### config.mk
export PLATFORM = sky130hd
export DESIGN_NAME = bbfs_sequencer
export DESIGN_NICKNAME = d
export VERILOG_FILES = /design/src/rtl/bbfs_pkg.sv /design/src/rtl/bbfs_qual_if.sv /design/src/rtl/bbfs_sequencer.sv /design/src/rtl/bbfs_qualify.sv
export SDC_FILE = /design/constraint.sdc
export NUM_CORES = 1
export LEC_CHECK = 0
export BUFFER_PORTS_ARGS = -buffer_cell sky130_fd_sc_hd__buf_2
export CAP_MARGIN = 10
export CORE_MARGIN = 3
export CORE_UTILIZATION = 40
export DETAILED_ROUTE_END_ITERATION = 8
export GPL_ROUTABILITY_DRIVEN = 0
export PLACE_DENSITY = 0.58
export SLEW_MARGIN = 40
export SYNTH_ARGS = -nofsm -noshare
export SYNTH_HDL_FRONTEND = slang
export SYNTH_HIERARCHICAL = 1
export SYNTH_SLANG_ARGS = --single-unit
### constraint.sdc
create_clock -name core_clk -period 4.85 [get_ports core_clk]
set_input_delay 0.7275 -clock core_clk [delete_from_list [all_inputs] [get_ports core_clk]]
set_output_delay 0.7275 -clock core_clk [all_outputs]
set_load 0.05 [all_outputs]
### src/rtl/bbfs_pkg.sv
package bbfs_pkg;
	localparam int CLK_PERIOD_NS = 4;
	localparam int QUAL_COUNT = 1024;
	localparam int QUAL_W = 11;
	localparam logic [QUAL_W-1:0] QUAL_LAST = QUAL_W'(QUAL_COUNT - 1);
	localparam int COOL_CYCLES = 32;
	localparam logic [4:0] COOL_LAST = 5'(COOL_CYCLES - 1);
	localparam int SYNC_SLOW_PERIOD_NS = 12500;
	localparam logic [11:0] SYNC_QUIET_CYC = 12'(SYNC_SLOW_PERIOD_NS / CLK_PERIOD_NS + 1);
	localparam int DIR_SETTLE_NS = 1000;
	localparam logic [7:0] DIR_SETTLE_CYC =
		8'((DIR_SETTLE_NS + CLK_PERIOD_NS - 1) / CLK_PERIOD_NS);

	localparam int AXI_AW = 8;
	localparam logic [AXI_AW-1:0] REG_CTRL = 8'h00;
	localparam logic [AXI_AW-1:0] REG_STATUS = 8'h04;
	localparam logic [1:0] RESP_OKAY = 2'h0;
	localparam logic [1:0] RESP_DECERR = 2'h3;
	localparam int CTRL_EXT_DIR = 0;

	localparam int IN_ENABLE = 0;
	localparam int IN_UV1 = 1;
	localparam int IN_UV2 = 2;
	localparam int IN_OV1 = 3;
	localparam int IN_OV2 = 4;
	localparam int IN_GATE_UV = 5;
	localparam int IN_INT_UV = 6;
	localparam int IN_DIR = 7;
	localparam int IN_DIAG = 8;
	localparam int IN_LIM_REG = 9;
	localparam int IN_DS_HIGH = 10;
	localparam int IN_TMR_HI = 11;
	localparam int IN_TMR_LO = 12;
	localparam int IN_SYNC = 13;
	localparam int NUM_IN = 14;

	localparam int QUAL_NUM = 3;
	localparam int Q_OV1 = 0;
	localparam int Q_OV2 = 1;
	localparam int Q_BOTH = 2;
	localparam int REPORT_W = 8;

	typedef enum logic [1:0] {MD_OFF, MD_BUCK, MD_BOOST} bbfs_mode_t;
	typedef enum logic [1:0] {T_IDLE, T_CHARGE, T_COOL_DN, T_COOL_UP} bbfs_tmr_t;

	typedef struct packed {
		logic [QUAL_W-1:0] cnt;
		logic              done;
	} bbfs_qual_st_t;
	localparam bbfs_qual_st_t QUAL_RST = '0;

	typedef struct packed {
		logic [NUM_IN-1:0]   s1;
		logic [NUM_IN-1:0]   s2;
		logic                syncPrev;
		logic [11:0]         quietCnt;
		logic                extClk;
		logic                spread;
		bbfs_mode_t          mode;
		logic                fault;
		logic [7:0]          settle;
		logic [QUAL_NUM-1:0] qFlag;
		logic                qClr;
		bbfs_tmr_t           tst;
		logic [4:0]          coolCnt;
		logic                gateOff;
		logic [REPORT_W-1:0] rptShift;
		logic [2:0]          rptIdx;
		logic                rptOe;
		logic                dirPull;
		logic                switchEn;
		logic                ssPull;
		logic                shareGnd;
		logic                shareSrc;
		logic                routeBuck;
		logic                routeBoost;
		logic                tChg;
		logic                tDis;
		logic                cool;
		logic                gate;
		logic                ctrlExt;
		logic                awHave;
		logic                wHave;
		logic [AXI_AW-1:0]   awA;
		logic [31:0]         wD;
		logic [3:0]          wS;
		logic                awRdy;
		logic                wRdy;
		logic                bValid;
		logic [1:0]          bResp;
		logic                arRdy;
		logic                rValid;
		logic [31:0]         rData;
		logic [1:0]          rResp;
	} bbfs_core_st_t;
	localparam bbfs_core_st_t CORE_RST = '{mode: MD_OFF, tst: T_IDLE, tDis: 1'b1,
		ssPull: 1'b1, awRdy: 1'b1, wRdy: 1'b1, arRdy: 1'b1, default: '0};
endpackage : bbfs_pkg

### src/rtl/bbfs_qual_if.sv
`timescale 1ns/1ns
interface bbfs_qual_if;
	logic flag;
	logic clear;
	logic done;
	modport ctl (output flag, output clear, input done);
	modport cnt (input flag, input clear, output done);
endinterface : bbfs_qual_if

### src/rtl/bbfs_sequencer.sv
`timescale 1ns/1ns
// What this block does
// - on enable start buck if terminal-1 undervoltage clear, else boost.
// - both terminal undervoltage flags: hold buck, fault, soft-start low, no switching.
// - buck goes boost on terminal-1 undervoltage or qualified terminal-2 overvoltage.
// - boost goes buck on terminal-2 undervoltage or qualified terminal-1 overvoltage.
// - both overvoltage flags qualified together: buck, fault, soft-start low, stop.
// - any supply undervoltage forces buck, fault, soft-start low, no switching.
// - direction pin released in buck, pulled down in boost.
// - an externally driven direction level selects the mode; device follows it.
// - fault is open-drain; while set switching stops and soft-start pulled low.
// - sharing ground switch closes only when enabled and diagnostics passed.
// - on shutdown or fault stop sharing current and open sharing ground switch.
// - route terminal-2 current to buck outputs in buck, boost outputs in boost.
// - in boost start timer charge when limit regulates and drain-source is high.
// - timer at upper threshold turns the protection switch off.
// - then cool down, cycling timer between thresholds, counting the cycles.
// - on the 32nd lower-threshold crossing turn the protection switch back on.
// - diagnostic state leaves as active-low open-drain serial stream on sync clock.
// - sync takes an external clock; held high enables spread spectrum, low disables.
// - regulation compares buck or boost output-limit node with the sharing node.
// - external buck direction plus terminal-2 overvoltage gives fault, not a mode change.
// - external boost direction plus terminal-2 undervoltage gives fault and stop.
module bbfs_sequencer
	import bbfs_pkg::*;
(
	input  wire logic                 core_clk,
	input  wire logic                 rst,
	input  wire logic [AXI_AW-1:0]    s_axi_awaddr,
	input  wire logic                 s_axi_awvalid,
	output logic                      s_axi_awready,
	input  wire logic [31:0]          s_axi_wdata,
	input  wire logic [3:0]           s_axi_wstrb,
	input  wire logic                 s_axi_wvalid,
	output logic                      s_axi_wready,
	output logic [1:0]                s_axi_bresp,
	output logic                      s_axi_bvalid,
	input  wire logic                 s_axi_bready,
	input  wire logic [AXI_AW-1:0]    s_axi_araddr,
	input  wire logic                 s_axi_arvalid,
	output logic                      s_axi_arready,
	output logic [31:0]               s_axi_rdata,
	output logic [1:0]                s_axi_rresp,
	output logic                      s_axi_rvalid,
	input  wire logic                 s_axi_rready,
	input  wire logic                 enablePin,
	input  wire logic                 term1_undervolt_flag,
	input  wire logic                 term2_undervolt_flag,
	input  wire logic                 term1_overvolt_flag,
	input  wire logic                 term2_overvolt_flag,
	input  wire logic                 gate_supply_uv,
	input  wire logic                 internal_supply_uv,
	input  wire logic                 diagPassed,
	input  wire logic                 outLimitInReg,
	input  wire logic                 prot1DsHigh,
	input  wire logic                 soaTimerAboveHi,
	input  wire logic                 soaTimerBelowLo,
	input  wire logic                 syncPin,
	input  wire logic                 direction_select_pin_in,
	output logic                      direction_select_pin_out,
	output logic                      direction_select_pin_oe,
	output logic                      faultOut,
	output logic                      faultOe,
	output logic                      reportOut,
	output logic                      reportOe,
	output logic                      softStartPullLow,
	output logic                      switchEnable,
	output logic                      share_ground_switch,
	output logic                      shareSourceEnable,
	output logic                      routeBuckLimit,
	output logic                      routeBoostLimit,
	output logic                      shareRegBoost,
	output logic                      soaTimerCharge,
	output logic                      soaTimerDischarge,
	output logic                      soaCoolDown,
	output logic                      prot1_gate_drive,
	output logic                      spreadSpectrumEn
);
	bbfs_core_st_t       r_reg;
	bbfs_core_st_t       r_next;
	logic [NUM_IN-1:0]   pinS;
	logic [QUAL_NUM-1:0] qDone;
	logic                en;
	logic                uv1;
	logic                uv2;
	logic                ov1;
	logic                ov2;
	logic                supplyUv;
	logic                dir;
	logic                syncS;

	assign pinS = r_reg.s2;
	assign en = pinS[IN_ENABLE];
	assign uv1 = pinS[IN_UV1];
	assign uv2 = pinS[IN_UV2];
	assign ov1 = pinS[IN_OV1];
	assign ov2 = pinS[IN_OV2];
	assign supplyUv = pinS[IN_GATE_UV] | pinS[IN_INT_UV];
	assign dir = pinS[IN_DIR];
	assign syncS = pinS[IN_SYNC];

	for (genvar g = 0; g < QUAL_NUM; g++) begin : gQual
		bbfs_qual_if qIf();
		assign qIf.flag = r_reg.qFlag[g];
		assign qIf.clear = r_reg.qClr;
		assign qDone[g] = qIf.done;
		bbfs_qualify uQual (
			.core_clk (core_clk),
			.rst      (rst),
			.q        (qIf.cnt)
		);
	end

	always_comb begin
		logic [REPORT_W-1:0] word;
		bbfs_mode_t          nm;
		logic                flt;
		logic                settled;
		logic                running;
		logic                healthy;
		word = '0;
		nm = r_reg.mode;
		flt = 1'b0;
		settled = (r_reg.settle == '0);
		running = 1'b0;
		healthy = 1'b0;
		r_next = r_reg;
		r_next.s1 = {syncPin, soaTimerBelowLo, soaTimerAboveHi, prot1DsHigh, outLimitInReg,
			diagPassed, direction_select_pin_in, internal_supply_uv, gate_supply_uv,
			term2_overvolt_flag, term1_overvolt_flag, term2_undervolt_flag,
			term1_undervolt_flag, enablePin};
		r_next.s2 = r_reg.s1;

		// direction selection
		if (!en) begin
			nm = MD_OFF;
		end else begin
			unique case (r_reg.mode)
				MD_OFF: begin
					if (r_reg.ctrlExt) begin
						nm = dir ? MD_BUCK : MD_BOOST;
					end else begin
						nm = uv1 ? MD_BOOST : MD_BUCK;
					end
				end
				MD_BUCK: begin
					if (r_reg.ctrlExt ? !dir
						: (uv1 | qDone[Q_OV2] | (settled & !dir))) begin
						nm = MD_BOOST;
					end
				end
				MD_BOOST: begin
					if (r_reg.ctrlExt ? dir
						: (uv2 | qDone[Q_OV1] | (settled & dir))) begin
						nm = MD_BUCK;
					end
				end
			endcase
			if (r_reg.ctrlExt && r_reg.mode == MD_BUCK && ov2) begin
				flt = 1'b1;
			end
			if (r_reg.ctrlExt && r_reg.mode == MD_BOOST && uv2) begin
				flt = 1'b1;
			end
			if (supplyUv || (uv1 && uv2) || qDone[Q_BOTH]) begin
				nm = MD_BUCK;
				flt = 1'b1;
			end
		end
		r_next.mode = nm;
		r_next.fault = flt;
		r_next.qClr = (nm != r_reg.mode);
		r_next.qFlag[Q_OV1] = ov1 & (nm == MD_BOOST) & !r_reg.ctrlExt;
		r_next.qFlag[Q_OV2] = ov2 & (nm == MD_BUCK) & !r_reg.ctrlExt;
		r_next.qFlag[Q_BOTH] = ov1 & ov2 & en;
		// pin readback ignored while the pull-up recovers
		if (nm != r_reg.mode) begin
			r_next.settle = DIR_SETTLE_CYC;
		end else if (!settled) begin
			r_next.settle = r_reg.settle - 1'b1;
		end

		running = (nm != MD_OFF);
		healthy = running & !flt & pinS[IN_DIAG];
		r_next.dirPull = (nm == MD_BOOST);
		r_next.switchEn = running & !flt;
		r_next.ssPull = !running | flt;
		r_next.shareGnd = healthy;
		r_next.shareSrc = healthy;
		r_next.routeBuck = (nm == MD_BUCK);
		r_next.routeBoost = (nm == MD_BOOST);

		// protection switch timer
		unique case (r_reg.tst)
			T_IDLE: begin
				if (nm == MD_BOOST && pinS[IN_LIM_REG] && pinS[IN_DS_HIGH]) begin
					r_next.tst = T_CHARGE;
					r_next.tChg = 1'b1;
					r_next.tDis = 1'b0;
				end
			end
			T_CHARGE: begin
				if (pinS[IN_TMR_HI]) begin
					r_next.tst = T_COOL_DN;
					r_next.gateOff = 1'b1;
					r_next.cool = 1'b1;
					r_next.coolCnt = '0;
					r_next.tChg = 1'b0;
					r_next.tDis = 1'b1;
				end else if (!(pinS[IN_LIM_REG] && pinS[IN_DS_HIGH])) begin
					r_next.tst = T_IDLE;
					r_next.tChg = 1'b0;
					r_next.tDis = 1'b1;
				end
			end
			T_COOL_DN: begin
				if (pinS[IN_TMR_LO]) begin
					if (r_reg.coolCnt == COOL_LAST) begin
						r_next.tst = T_IDLE;
						r_next.gateOff = 1'b0;
						r_next.cool = 1'b0;
					end else begin
						r_next.tst = T_COOL_UP;
						r_next.coolCnt = r_reg.coolCnt + 1'b1;
						r_next.tChg = 1'b1;
						r_next.tDis = 1'b0;
					end
				end
			end
			T_COOL_UP: begin
				if (pinS[IN_TMR_HI]) begin
					r_next.tst = T_COOL_DN;
					r_next.tChg = 1'b0;
					r_next.tDis = 1'b1;
				end
			end
		endcase
		if (!en) begin
			r_next.tst = T_IDLE;
			r_next.gateOff = 1'b0;
			r_next.cool = 1'b0;
			r_next.coolCnt = '0;
			r_next.tChg = 1'b0;
			r_next.tDis = 1'b1;
		end
		r_next.gate = running & !flt & !r_next.gateOff;

		// sync pin: clock or strap level
		r_next.syncPrev = syncS;
		if (syncS && !r_reg.syncPrev) begin
			r_next.quietCnt = '0;
			r_next.extClk = 1'b1;
			r_next.spread = 1'b0;
		end else if (r_reg.quietCnt != SYNC_QUIET_CYC) begin
			r_next.quietCnt = r_reg.quietCnt + 1'b1;
		end else begin
			r_next.extClk = 1'b0;
			r_next.spread = syncS;
		end

		// diagnostic stream, one bit per sync rising edge
		word = {r_reg.fault, uv1, uv2, ov1, ov2, supplyUv, !pinS[IN_DIAG], r_reg.gateOff};
		if (syncS && !r_reg.syncPrev) begin
			r_next.rptIdx = r_reg.rptIdx + 1'b1;
			if (r_reg.rptIdx == '0) begin
				r_next.rptOe = word[REPORT_W-1];
				r_next.rptShift = {word[REPORT_W-2:0], 1'b0};
			end else begin
				r_next.rptOe = r_reg.rptShift[REPORT_W-1];
				r_next.rptShift = {r_reg.rptShift[REPORT_W-2:0], 1'b0};
			end
		end

		// register bus
		if (s_axi_awvalid && r_reg.awRdy) begin
			r_next.awHave = 1'b1;
			r_next.awA = s_axi_awaddr;
			r_next.awRdy = 1'b0;
		end
		if (s_axi_wvalid && r_reg.wRdy) begin
			r_next.wHave = 1'b1;
			r_next.wD = s_axi_wdata;
			r_next.wS = s_axi_wstrb;
			r_next.wRdy = 1'b0;
		end
		if (r_reg.awHave && r_reg.wHave && !r_reg.bValid) begin
			r_next.awHave = 1'b0;
			r_next.wHave = 1'b0;
			r_next.bValid = 1'b1;
			r_next.bResp = RESP_OKAY;
			if (r_reg.awA[AXI_AW-1:2] == REG_CTRL[AXI_AW-1:2]) begin
				if (r_reg.wS[0]) begin
					r_next.ctrlExt = r_reg.wD[CTRL_EXT_DIR];
				end
			end else if (r_reg.awA[AXI_AW-1:2] != REG_STATUS[AXI_AW-1:2]) begin
				r_next.bResp = RESP_DECERR;
			end
		end
		if (r_reg.bValid && s_axi_bready) begin
			r_next.bValid = 1'b0;
			r_next.awRdy = 1'b1;
			r_next.wRdy = 1'b1;
		end
		if (s_axi_arvalid && r_reg.arRdy) begin
			r_next.arRdy = 1'b0;
			r_next.rValid = 1'b1;
			r_next.rResp = RESP_OKAY;
			if (s_axi_araddr[AXI_AW-1:2] == REG_CTRL[AXI_AW-1:2]) begin
				r_next.rData = {31'h00000000, r_reg.ctrlExt};
			end else if (s_axi_araddr[AXI_AW-1:2] == REG_STATUS[AXI_AW-1:2]) begin
				r_next.rData = {21'h000000, r_reg.spread, r_reg.extClk, r_reg.coolCnt,
					r_reg.gateOff, r_reg.fault, 2'(r_reg.mode)};
			end else begin
				r_next.rData = 32'h00000000;
				r_next.rResp = RESP_DECERR;
			end
		end
		if (r_reg.rValid && s_axi_rready) begin
			r_next.rValid = 1'b0;
			r_next.arRdy = 1'b1;
		end
	end

	always_ff @(posedge core_clk or posedge rst) begin
		if (rst) begin
			r_reg <= CORE_RST;
		end else begin
			r_reg <= r_next;
		end
	end

	assign s_axi_awready = r_reg.awRdy;
	assign s_axi_wready = r_reg.wRdy;
	assign s_axi_bresp = r_reg.bResp;
	assign s_axi_bvalid = r_reg.bValid;
	assign s_axi_arready = r_reg.arRdy;
	assign s_axi_rdata = r_reg.rData;
	assign s_axi_rresp = r_reg.rResp;
	assign s_axi_rvalid = r_reg.rValid;
	assign direction_select_pin_out = 1'b0;
	assign direction_select_pin_oe = r_reg.dirPull;
	assign faultOut = 1'b0;
	assign faultOe = r_reg.fault;
	assign reportOut = 1'b0;
	assign reportOe = r_reg.rptOe;
	assign softStartPullLow = r_reg.ssPull;
	assign switchEnable = r_reg.switchEn;
	assign share_ground_switch = r_reg.shareGnd;
	assign shareSourceEnable = r_reg.shareSrc;
	assign routeBuckLimit = r_reg.routeBuck;
	assign routeBoostLimit = r_reg.routeBoost;
	assign shareRegBoost = r_reg.routeBoost;
	assign soaTimerCharge = r_reg.tChg;
	assign soaTimerDischarge = r_reg.tDis;
	assign soaCoolDown = r_reg.cool;
	assign prot1_gate_drive = r_reg.gate;
	assign spreadSpectrumEn = r_reg.spread;
endmodule : bbfs_sequencer

### src/rtl/bbfs_qualify.sv
`timescale 1ns/1ns
module bbfs_qualify
	import bbfs_pkg::*;
(
	input  wire logic core_clk,
	input  wire logic rst,
	bbfs_qual_if.cnt  q
);
	bbfs_qual_st_t r_reg;
	bbfs_qual_st_t r_next;

	always_comb begin
		r_next = r_reg;
		if (q.clear || !q.flag) begin
			r_next.cnt = '0;
			r_next.done = 1'b0;
		end else if (!r_reg.done) begin
			if (r_reg.cnt == QUAL_LAST) begin
				r_next.done = 1'b1;
			end else begin
				r_next.cnt = r_reg.cnt + 1'b1;
			end
		end
	end

	always_ff @(posedge core_clk or posedge rst) begin
		if (rst) begin
			r_reg <= QUAL_RST;
		end else begin
			r_reg <= r_next;
		end
	end

	assign q.done = r_reg.done;
endmodule : bbfs_qualify

==> metrics <==
Worst Tran Pin Value=714 ps; top layer in use=met4; wire length per cell=14.6 um; Sink Count=151; commonest non-fill, non-tap cell in the layout=dfrtp_1; DR DRC count=0; Slew headroom=52.4%; Async SR Flop Fraction=100%; CP Class=reg2reg; DRT Wirelength=13800 um; Die Y=138 um; Syn Inst Count=656; status=finished clean; Root Driver=clkbuf_16; GRT Util Overall=14.8%; placed insts=916; Nets=806; first drt pass iteration count=5; Seq/Total Area, Yosys=54.0%; initial detailed-routing violation count=278; #FFs+latches synth=151; fillcell total=1536; Critical Path End Type=flip-flop; WP data arrival=2800 ps; flip-flop count of the largest register after layout=53; CTS buffer count=17; largest net degree at the start of global routing=83; initial antenna violation count=0; Syn Area/Cell=10.7 sq um; most frequent cells in the layout=dfrtp_1 (146), buf_2 (69), nand2_1 (54); Setup Skew=8.70 ps; first-pass GRT wire length=23600 um; Peak Freq=407 MHz; Clk pin slew, worst setup/hold paths=60 ps; CTS tree=built; max-slew violations=0; Setup crit start=r_reg[112]; dpl hpwl=9650 um; Leak=0.00369 uW; Main synth FF type=dfrtp_1; detailed-route via count=4955; Setup crit start kind=flip-flop; max cap viols=0; Post-CTS Setup Inserts=0; worst slack, placed=2350 ps; CP Max Fanout=10; port bufs=69; setup_tns=0 ps; area grow syn2layout=14.8%; CP max-delay cell=o21ai_1; non-filler cells, final=948; CTS Hold Bufs=0; CTS Buffer Depth=2; EDFF count, synth=0; Initial Util=41.5%; synth warn=6; FF/Latch Area=3780 sq um; Worst EP required=5190 ps; Synth Cell Area=7000 sq um; area of the multi-input gates=2840 sq um; Vias per Instance=5.23; clock latency on the worst-skew pair=420 ps; crit-path max cell delay=510 ps; unrepaired setup endpoints after global routing=no; Period minus WS final=2460 ps; overall power=3540 uW; vias in the first global route=4838; layout cells sized above 1=19.0%; Final ANT Viol Nets=0; met2 WL=6530 um; Core Rows=47; DR WL met3=599 um; Metal-1 WL=6490 um; Reg-to-Reg Start=r_reg[112]; setup ws final=2390 ps; Placed Area=7390 sq um; # IOs=132; maximum VDD drop=0.000274 V; H-tree depth=4; # diodes=0; Final Cell Area=8040 sq um; hold path start=r_next[161]; Tcrit/Tclk final=50.7%; count of cell types in the netlist=68; count of final setup violators=0; Die W=138 um; Hold Violations, Final=0; crit path cell chain=ha_1 > and3_1 > ha_1 > and3b_1 > a21oi_1 > o21ai_1 > nor3b_1 > a21oi_1 > o22ai_1; Hold WC Path Type=reg2reg; post_cts resized=0; Core Region=16900 sq um; total die area=19100 sq um; Pwr per Cell Area=440 nW/um^2; GRT overflow=0
## stage by stage
step | util, % | hold slack, ps
2_1_floorplan | - | 331
3_3_place_gp | 43.7 | 334
3_5_place_dp | 43.8 | 336
4_1_cts | 47.6 | 349
5_1_grt | 47.6 | 356
6_report | 47.6 | 348
## final cells by class
type | instances | area share, %
timing repair buffer | 71 | 4.48
tap | 220 | 3.42
inverter | 37 | 1.79
clock inverter | 11 | 2.15
sequential | 151 | 47.1
multi-input combinational | 437 | 35.3
clock buffer | 21 | 5.73
## synth_stat cells (all sizes together) (7+ instances only)
library cell	instances	area (sq um)
a21oi	37	185
a22o	12	105
a31oi	7	73.8
and3	7	43.8
buf	45	327
clkbuf	9	33.8
dfrtp	146	3650
ha	18	225
inv	36	135
mux2	9	101
mux2i	10	100
nand2	54	203
nand2b	9	56.3
nand3	30	150
nand4	7	43.8
nor2	42	165
nor2b	7	43.8
nor3	19	100
o21ai	39	199
or3	9	56.3
or4	13	114
xnor2	10	95.1
xor2	9	78.8
## worst max-delay path: cells and delay by family, from the launching register on
kind,cells,cell delay (ps)
compound gates,4,740
flops,1,420
fa+ha+maj,2,490
simple gates,3,720
## power breakdown
part	switching, uW	internal (uW)	total [uW]	leakage, uW
Clock	513	890	1400	0.000307
Combinational	401	206	606	0.00145
Sequential	110	1420	1530	0.00193
Total	1020	2510	3540	0.00369
## routing by layer
| layer | vias up | track usage [%] |
|---|---|---|
| li1 | 2385 | - |
| met1 | 2454 | 19.6 |
| met2 | 100 | 23.4 |
| met3 | 16 | 3.87 |
| met4 | 0 | 5.93 |
| met5 | - | 0 |
## path summary, 6_finish.rpt
check,to,cells past startpoint,slack (ps)
setup / recovery,r_reg[115],9,2390
hold / removal,pinS[12],0,350
setup reg to reg,r_reg[115],9,2390
hold reg to reg,pinS[12],0,350
max in group asynchronous,soaTimerDischarge,3,3460
min in group asynchronous,gQual[2].uQual/r_reg[1],2,380
## logic make-up after synthesis
logic type                 count (synthesis)  share of synthesized area, %
xor gates and xnor gates                  19                          2.48
buffers and inverters                     91                          7.13
other                                      1                        0.0535
and+or+nand+nor                          219                          16.5
adders and majority gates                 18                          3.22
AOI/OAI and AO/OA                        138                          13.7
muxes                                     19                          2.88
DFF                                      151                          54.0
(Power assumes the default switching activity.)
